`src/inc/emsb_params.svh`:
```
// Constants for the external memory strobe and I/O bank select block.
// Assumes a 32-bit data bus and byte-granular addresses from the core.
`ifndef EMSB_PARAMS_SVH
`define EMSB_PARAMS_SVH
`define EMSB_LANES 4
`define EMSB_BANKS 3
`define EMSB_ADDR_W 26
`define EMSB_BANK_SPAN_W 14
`define EMSB_BANK0_BASE 26'h3ff0000
`define EMSB_BANK1_BASE 26'h3ff4000
`define EMSB_BANK2_BASE 26'h3ff8000
`define EMSB_SEL_IDLE 3'h7
`define EMSB_MASK_ALL 4'hf
`endif

```
`src/inc/emsb_pkg.sv`:
```
// Types for the external memory strobe and I/O bank select block.
// Assumes emsb_params.svh is on the include path.
`include "emsb_params.svh"
package emsb_pkg;
  typedef enum logic [1:0] {
    EMSB_OP_NONE,
    EMSB_OP_DRAM_RD,
    EMSB_OP_DRAM_WR,
    EMSB_OP_IO
  } emsb_op_t;

  typedef struct packed {
    emsb_op_t op;
    logic [`EMSB_ADDR_W-1:0] addr;
    logic [`EMSB_LANES-1:0] byte_en;
  } emsb_req_t;

  typedef struct packed {
    logic write_n;
    logic [`EMSB_LANES-1:0] lane_mask;
    logic [`EMSB_BANKS-1:0] bank_sel_n;
  } emsb_pins_t;
endpackage

```
`src/hw/emsb_strobe.sv`:
```
// Registered strobe, byte-lane mask and I/O bank chip-select outputs.
// Assumes the core presents one access request per cycle, synchronous to CLOCK.
//
// Functional notes
// - Write strobe goes low only for a DRAM write command, else high.
// - Mask high on a write lane makes memory ignore that byte.
// - Mask high on a read lane stops memory driving that byte.
// - Four mask bits, bit n governs data bits 8n+7 down to 8n.
// - Three active-low chip selects for external memory-mapped I/O.
// - Each bank spans 16KB; its window asserts only its own select.
// - The asserted select identifies the targeted bank.
`timescale 1ns/1ps
`include "emsb_params.svh"
module emsb_strobe #(
  parameter logic [`EMSB_ADDR_W-1:0] BANK0_BASE = `EMSB_BANK0_BASE,
  parameter logic [`EMSB_ADDR_W-1:0] BANK1_BASE = `EMSB_BANK1_BASE,
  parameter logic [`EMSB_ADDR_W-1:0] BANK2_BASE = `EMSB_BANK2_BASE
) (
  input wire logic CLOCK,
  input wire logic RST_N,
  input wire logic CLK_EN,
  input wire emsb_pkg::emsb_req_t REQ,
  output logic DRAM_WRITE_STROBE_N,
  output logic [`EMSB_LANES-1:0] DRAM_BYTE_LANE_MASK,
  output logic [`EMSB_BANKS-1:0] IO_BANK_SELECT_N
);
  import emsb_pkg::*;

  // Bank window hit: upper address bits above the 16KB span match the base
  function automatic logic bank_hit(input logic [`EMSB_ADDR_W-1:0] a,
                                    input logic [`EMSB_ADDR_W-1:0] base);
    bank_hit = (a[`EMSB_ADDR_W-1:`EMSB_BANK_SPAN_W] == base[`EMSB_ADDR_W-1:`EMSB_BANK_SPAN_W]);
  endfunction

  wire logic is_io = (REQ.op == EMSB_OP_IO);
  wire logic is_wr = (REQ.op == EMSB_OP_DRAM_WR);
  wire logic is_rd = (REQ.op == EMSB_OP_DRAM_RD);
  wire logic hit0 = is_io && bank_hit(REQ.addr, BANK0_BASE);
  wire logic hit1 = is_io && !hit0 && bank_hit(REQ.addr, BANK1_BASE);
  wire logic hit2 = is_io && !hit0 && !hit1 && bank_hit(REQ.addr, BANK2_BASE);
  // Priority chain keeps selects one-hot even if windows overlap by misconfiguration
  wire logic [`EMSB_BANKS-1:0] next_sel_n = ~{hit2, hit1, hit0};
  wire logic next_write_n = ~is_wr;
  // Unused lanes are masked so memory neither stores nor drives them
  wire logic [`EMSB_LANES-1:0] next_mask = (is_wr || is_rd) ? ~REQ.byte_en
                                                            : `EMSB_MASK_ALL;

  always_ff @(posedge CLOCK or negedge RST_N) begin
    if (!RST_N) begin
      DRAM_WRITE_STROBE_N <= 1'b1;
      DRAM_BYTE_LANE_MASK <= `EMSB_MASK_ALL;
      IO_BANK_SELECT_N <= `EMSB_SEL_IDLE;
    end else if (CLK_EN) begin
      DRAM_WRITE_STROBE_N <= next_write_n;
      DRAM_BYTE_LANE_MASK <= next_mask;
      IO_BANK_SELECT_N <= next_sel_n;
    end
  end

  property p_write_strobe;
    @(posedge CLOCK) disable iff (!RST_N)
      CLK_EN |=> (DRAM_WRITE_STROBE_N == ($past(REQ.op) != EMSB_OP_DRAM_WR));
  endproperty
  a_write_strobe: assert property (p_write_strobe) else $error("write strobe wrong");

  property p_wr_mask;
    @(posedge CLOCK) disable iff (!RST_N)
      (CLK_EN && is_wr) |=> (DRAM_BYTE_LANE_MASK == ~$past(REQ.byte_en));
  endproperty
  a_wr_mask: assert property (p_wr_mask) else $error("write mask wrong");

  property p_rd_mask;
    @(posedge CLOCK) disable iff (!RST_N)
      (CLK_EN && is_rd) |=> (DRAM_BYTE_LANE_MASK == ~$past(REQ.byte_en));
  endproperty
  a_rd_mask: assert property (p_rd_mask) else $error("read mask wrong");

  property p_idle_mask;
    @(posedge CLOCK) disable iff (!RST_N)
      (CLK_EN && !is_wr && !is_rd) |=> (DRAM_BYTE_LANE_MASK == `EMSB_MASK_ALL);
  endproperty
  a_idle_mask: assert property (p_idle_mask) else $error("idle lanes not masked");

  property p_bank0;
    @(posedge CLOCK) disable iff (!RST_N)
      (CLK_EN && is_io && bank_hit(REQ.addr, BANK0_BASE)) |=> (IO_BANK_SELECT_N == 3'h6);
  endproperty
  a_bank0: assert property (p_bank0) else $error("bank 0 select wrong");

  property p_sel_low_io;
    @(posedge CLOCK) disable iff (!RST_N)
      (CLK_EN && !is_io) |=> (IO_BANK_SELECT_N == `EMSB_SEL_IDLE);
  endproperty
  a_sel_low_io: assert property (p_sel_low_io) else $error("select without I/O access");

  property p_bank2;
    @(posedge CLOCK) disable iff (!RST_N)
      (CLK_EN && hit2) |=> (IO_BANK_SELECT_N == 3'h3);
  endproperty
  a_bank2: assert property (p_bank2) else $error("bank 2 select wrong");

  property p_onehot;
    @(posedge CLOCK) disable iff (!RST_N)
      $countones(~IO_BANK_SELECT_N) <= 1;
  endproperty
  a_onehot: assert property (p_onehot) else $error("several selects low");

  property p_freeze;
    @(posedge CLOCK) disable iff (!RST_N)
      !CLK_EN |=> $stable(DRAM_WRITE_STROBE_N) && $stable(IO_BANK_SELECT_N);
  endproperty
  a_freeze: assert property (p_freeze) else $error("outputs moved while disabled");

  property p_freeze_mask;
    @(posedge CLOCK) disable iff (!RST_N)
      !CLK_EN
      |=> $stable(DRAM_BYTE_LANE_MASK);
  endproperty
  a_freeze_mask: assert property (p_freeze_mask)
    else $error("lane mask moved while disabled");

  property p_bank1;
    @(posedge CLOCK) disable iff (!RST_N)
      (CLK_EN && hit1)
      |=> (IO_BANK_SELECT_N == 3'h5);
  endproperty
  a_bank1: assert property (p_bank1)
    else $error("bank 1 select wrong");

  property p_bank0_only;
    @(posedge CLOCK) disable iff (!RST_N)
      (CLK_EN && hit0)
      |=> (IO_BANK_SELECT_N[2:1] == 2'h3);
  endproperty
  a_bank0_only: assert property (p_bank0_only)
    else $error("other select low in bank 0 window");

  property p_no_window;
    @(posedge CLOCK) disable iff (!RST_N)
      (CLK_EN && is_io && !hit0 && !hit1 && !hit2)
      |=> (IO_BANK_SELECT_N == `EMSB_SEL_IDLE);
  endproperty
  a_no_window: assert property (p_no_window)
    else $error("select low outside every window");

  property p_io_lanes_off;
    @(posedge CLOCK) disable iff (!RST_N)
      (CLK_EN && is_io)
      |=> (DRAM_BYTE_LANE_MASK == `EMSB_MASK_ALL);
  endproperty
  a_io_lanes_off: assert property (p_io_lanes_off)
    else $error("lanes unmasked during I/O access");

  property p_io_no_strobe;
    @(posedge CLOCK) disable iff (!RST_N)
      (CLK_EN && is_io)
      |=> DRAM_WRITE_STROBE_N;
  endproperty
  a_io_no_strobe: assert property (p_io_no_strobe)
    else $error("write strobe low during I/O access");

  property p_rd_strobe_high;
    @(posedge CLOCK) disable iff (!RST_N)
      (CLK_EN && is_rd)
      |=> DRAM_WRITE_STROBE_N;
  endproperty
  a_rd_strobe_high: assert property (p_rd_strobe_high)
    else $error("write strobe low during read");

  property p_dram_no_select;
    @(posedge CLOCK) disable iff (!RST_N)
      (CLK_EN && (is_wr || is_rd))
      |=> (IO_BANK_SELECT_N == `EMSB_SEL_IDLE);
  endproperty
  a_dram_no_select: assert property (p_dram_no_select)
    else $error("select low during memory access");

  // Cross-output checks: one op per cycle, so outputs of different kinds never overlap
  property p_strobe_sel_excl;
    @(posedge CLOCK) disable iff (!RST_N)
      !DRAM_WRITE_STROBE_N
      |-> (IO_BANK_SELECT_N == `EMSB_SEL_IDLE);
  endproperty
  a_strobe_sel_excl: assert property (p_strobe_sel_excl)
    else $error("select low with write strobe");

  property p_sel_mask_excl;
    @(posedge CLOCK) disable iff (!RST_N)
      (IO_BANK_SELECT_N != `EMSB_SEL_IDLE)
      |-> (DRAM_BYTE_LANE_MASK == `EMSB_MASK_ALL) && DRAM_WRITE_STROBE_N;
  endproperty
  a_sel_mask_excl: assert property (p_sel_mask_excl)
    else $error("memory lanes active with a select low");

  // Reset values are checked while reset is held, so no disable clause here
  property p_reset_select;
    @(posedge CLOCK)
      !RST_N
      |-> (IO_BANK_SELECT_N == `EMSB_SEL_IDLE);
  endproperty
  a_reset_select: assert property (p_reset_select)
    else $error("select low in reset");

  property p_reset_strobe;
    @(posedge CLOCK)
      !RST_N
      |-> DRAM_WRITE_STROBE_N;
  endproperty
  a_reset_strobe: assert property (p_reset_strobe)
    else $error("write strobe low in reset");

  property p_reset_mask;
    @(posedge CLOCK)
      !RST_N
      |-> (DRAM_BYTE_LANE_MASK == `EMSB_MASK_ALL);
  endproperty
  a_reset_mask: assert property (p_reset_mask)
    else $error("lanes unmasked in reset");

  property p_wr_strobe_low;
    @(posedge CLOCK) disable iff (!RST_N)
      (CLK_EN && is_wr)
      |=> !DRAM_WRITE_STROBE_N;
  endproperty
  a_wr_strobe_low: assert property (p_wr_strobe_low)
    else $error("write strobe high during write");
endmodule // emsb_strobe

```
`config.mk`:
```
export PLATFORM = sky130hd
export DESIGN_NAME = emsb_strobe
export DESIGN_NICKNAME = d
export VERILOG_FILES = /design/src/inc/emsb_pkg.sv /design/src/hw/emsb_strobe.sv
export VERILOG_INCLUDE_DIRS = /design/src /design/src/inc
export SDC_FILE = /design/constraint.sdc
export NUM_CORES = 1
export LEC_CHECK = 0
export ABC_AREA = 1
export BUFFER_PORTS_ARGS = -buffer_cell sky130_fd_sc_hd__clkbuf_2
export CAP_MARGIN = 20
export CORE_AREA = 4 4 41 43
export DETAILED_ROUTE_END_ITERATION = 10
export DIE_AREA = 0 0 45 47
export HOLD_SLACK_MARGIN = 0.06
export PLACE_DENSITY = 0.8
export RECOVER_POWER = 25
export SETUP_SLACK_MARGIN = 0.1
export SLEW_MARGIN = 20
export SYNTH_ARGS = -nofsm -noshare
export SYNTH_HDL_FRONTEND = slang
export SYNTH_SLANG_ARGS = --single-unit
export TNS_END_PERCENT = 20
```
`constraint.sdc`:
```
create_clock -name CLOCK -period 2.4 [get_ports CLOCK]
set_clock_uncertainty 0.1 [all_clocks]
set_input_delay 0.12 -clock CLOCK [delete_from_list [all_inputs] [get_ports CLOCK]]
set_output_delay 0.12 -clock CLOCK [all_outputs]
set_load 0.05 [all_outputs]
```
# Word-level counts from Yosys, hierarchy flattened

Cells that the tools add are included.

Register bits: 8
Input port bits: 35
Output and inout bits: 8
Logic and storage cells: 21

Eq/ne operators: 6
Multiplexer cells: 1
Bitwise logic cells: 3
Reduce and logical (&&, ||, !) cells: 8

Operators with widths:

| operator             | number |
|---|---|
| $eq 12x12->1 const B | 3 |
| $logic_and 1x1->1    | 5 |
| $eq 2x2->1 const B   | 2 |
| $mux 4               | 1 |
| $not 4->4            | 1 |
| $not 3->3            | 1 |
| $eq 2x1->1 const B   | 1 |
| $logic_not 1->1      | 2 |
| $logic_or 1x1->1     | 1 |
| $not 1->1            | 1 |

# Longest topological paths before layout

Depth in word-level cells: 9
Depth in mapped cells: 7

# Worst setup path after synthesis

OpenSTA, ideal clock, no wires.

Path kind: reg2reg
Start point: register DRAM_BYTE_LANE_MASK[1] (netlist name)
End point: register DRAM_BYTE_LANE_MASK[1]
Setup time: 0.073 ns
Arrival: 0.851 ns
Data required time: 2.227 ns
Setup slack: 1.376 ns
Stages on the path, launching flop included: 3
Buffers on the path: 0
Clock period less this slack: 1.024 ns
Path through: dfstp_2 nor2_1 a21oi_1

RTL lines:

| element              | RTL line          | text |
|---|---|---|
| end signal, assigned | emsb_strobe.sv:51 | `` DRAM_BYTE_LANE_MASK <= `EMSB_MASK_ALL; `` |
| end signal, assigned | emsb_strobe.sv:55 | `DRAM_BYTE_LANE_MASK <= next_mask;` |
| end, declared        | emsb_strobe.sv:24 | `` output logic [`EMSB_LANES-1:0] DRAM_BYTE_LANE_MASK, `` |

# Worst setup path in the final report

Start point: register IO_BANK_SELECT_N[1]
End point: output port IO_BANK_SELECT_N[1]

RTL lines:

| element                | RTL line          | text |
|---|---|---|
| start, declared        | emsb_strobe.sv:25 | `` output logic [`EMSB_BANKS-1:0] IO_BANK_SELECT_N `` |
| start signal, assigned | emsb_strobe.sv:52 | `` IO_BANK_SELECT_N <= `EMSB_SEL_IDLE; `` |
| start signal, assigned | emsb_strobe.sv:56 | `IO_BANK_SELECT_N <= next_sel_n;` |

No word-level cell between the ends.

==> run summary <==
Antenna Violating Nets Remaining - 0
postcts setup bufs - 0
Clock transition at path regs - 0.05 ns
Logic pwr share - 25.7%
setup TNS - 0 ns
post-synthesis simple-gate area fraction - 33.8%
vias in the first global route - 378
site row count - 13
Synth area leaders - dfstp_2 49%, nor2_1 15%, nand2_1 7.8%, ha_1 5.8%, nand3_1 5.8%
CTS buffer count - 3
hpwl dp - 819 um
CTS tree - done
synthesized area - 433 um^2
PnR worst setup slack - 1.14 ns
I/O Buffers - 28
# diodes - 0
max_slew headroom - 72.5%
post-synthesis compound-gate area fraction - 5.78%
Final period util - 52.7%
Post-Place Setup Slack - 1.28 ns
io pins - 43
Distinct cells, synth - 12
Max Cap Violations - 0
Synth Area in XOR/XNOR - 0%
Crit path depth - 1
core area - 0.00130 mm^2
gpl congestion - 0.647
post-cts resize count - 0
WP data arrival - 1.04 ns
DRC errors left - 0
mux contribution to synthesized area - 0%
Tightest Pin Transition - 0.412 ns
slowest CP cell - dfstp_2
share of layout cells above drive strength 1 - 46.1%
Starting Density - 33.3%
clk_lat worst skew - 0.24 ns
VDD IR max - 0.388 mV
cell internal pwr - 237 uW
CP Buf/Inv Count - 1
Req. time, crit path - 2.18 ns
final setup violation count - 0
Area Growth Syn to Fin - 50.6%
clock network power share - 28.8%
NumNets Final - 128
via/cell ratio - 4.12
switching share of power - 29.9%
Final Critical Period - 1.26 ns
die area - 0.00212 mm^2
# hold bufs at CTS - 5
Routed WL per cell - 9.52 um
Initial DRT Pass Iterations - 1
RSZ-0062 raised after global routing - no
Sink Count - 8
final wirelength - 990 um
Worst R2R Path Depth - 2
crit path max fanout - 2
commonest cells after routing, fill and taps aside - 27 x clkbuf_2, 17 x nor2_1, 9 x nand2_1, 8 x dfstp_2
Design Power - 338 uW
syn avg cell area - 8.02 um^2
root buf cell - clkbuf_4
commonest non-fill, non-tap cell in the layout - clkbuf_2
pin count of the biggest net entering global routing - 12
power density over cell area - 518 mW/mm^2
CP peak stage delay - 0.53 ns
fmax - 791 MHz
DRT iter0 DRCs - 0
global-route wire length before repair - 1.59 mm
crit-path cells - clkbuf_2
Die Ht - 47 um
Filler Cells Inserted - 134
post-synth top area share - 48.6%
Switch Pwr - 101 uW
cell leakage power - 0.000323 uW
crit end category - primary output
post-synthesis adder-cell area fraction - 5.78%
hold path cells - 3
hold_ws - 0.0750 ns
outcome - completed
DR vias - 428
largest family of logic cells by synthesized area - simple AND/OR/NAND/NOR gates
Setup CP Type - reg2out
top cell type by total area after synthesis - dfstp_2
total track usage - 10.6%
hold violation count in the final report - 0
die width - 45 um
clock tree buffer depth - 2
syn_nets - 91
GRT overflow - 0
Final Max Slew Viols - 0
#FFs+latches synth - 8
CP top delay family - flip-flops
Tightest Hold Check Type - in2reg
synthesized instance count - 54
startpoint class of the critical path - flop
H-Tree Depth - 1
register share of total power - 45.6%
final core occ - 50.1%
register area share after synthesis - 48.6%
antenna violations before repair - 0
YS warnings - 0
-- metal layers --
metal	up-vias	GRT usage, %	part of all wire (%)	wire length (um)
li1	239	-	-	-
met1	174	12.9	44	437
met2	15	16.9	46	455
met3	0	5.75	9.8	97
met4	0	1.75	0	0
met5	-	0	0	0
-- worst reg2reg max path, delay by kind of cell (launching register included) --
family | cells | cell delay, ns
AOI/OAI and AO/OA | 1 | 0.13
DFF | 1 | 0.52
and+or+nand+nor | 1 | 0.04
-- flip-flops by register name (all words and copies together), names as in the netlist --
| name | flops |
|---|---|
| DRAM_BYTE_LANE_MASK | 4 |
| IO_BANK_SELECT_N | 3 |
| DRAM_WRITE_STROBE_N | 1 |
-- cells by family (layout without fill, tap and decap cells) --
kind of cell	Yosys count	in the layout
AO/OA/AOI/OAI	5	5
buffers and inverters	5	40
AND/OR/NAND/NOR	34	34
flip-flops	8	8
adder cells (fa/ha/maj)	2	2
-- area by class of cell --
cell class	count	area, um^2	share of cell area, %
Inverter	4	15.0	2.30
Clock buffer	3	22.5	3.45
Sequential cell	8	210	32.2
Tap cell	15	18.8	2.88
Timing Repair Buffer	33	189	29.0
Multi-Input combinational cell	41	196	30.1
-- stage by stage --
step	area, um^2	std cells
6_report	652	104
5_1_grt	652	104
4_1_cts	653	104
3_5_place_dp	581	96
3_3_place_gp	581	96
2_1_floorplan	433	54
-- synth_stat cells, drive strengths merged --
cell type	instances
a21oi	4
buf	1
dfstp	8
ha	2
inv	4
nand2	10
nand3	5
nor2	19
o21ai	1
-- path summary, 6_finish.rpt --
| path | start | endpoint | slack (ns) |
|---|---|---|---|
| hold reg to reg | DRAM_BYTE_LANE_MASK[3]$_DFFE_PN1P_ | DRAM_BYTE_LANE_MASK[3]$_DFFE_PN1P_ | 0.39 |
| hold / removal | REQ[31] | DRAM_WRITE_STROBE_N$_DFFE_PN1P_ | 0.07 |
| min in group asynchronous | RST_N | IO_BANK_SELECT_N[0]$_DFFE_PN1P_ | 0.51 |
| setup / recovery | IO_BANK_SELECT_N[1]$_DFFE_PN1P_ | IO_BANK_SELECT_N[1] | 1.14 |
| max in group asynchronous | RST_N | DRAM_BYTE_LANE_MASK[1]$_DFFE_PN1P_ | 1.67 |
| setup reg to reg | DRAM_BYTE_LANE_MASK[2]$_DFFE_PN1P_ | DRAM_BYTE_LANE_MASK[2]$_DFFE_PN1P_ | 1.54 |
-- power groups by stage --
stage / logic (uW) / registers [uW] / clock network, uW
floorplan: 21.1 / 187 / 0
global placement: 80.0 / 155 / 0
detailed placement: 81.4 / 156 / 0
CTS: 88.1 / 154 / 103
global route: 94.7 / 155 / 111
finish: 86.6 / 154 / 97.1
Power figures use the tool's default switching activity.
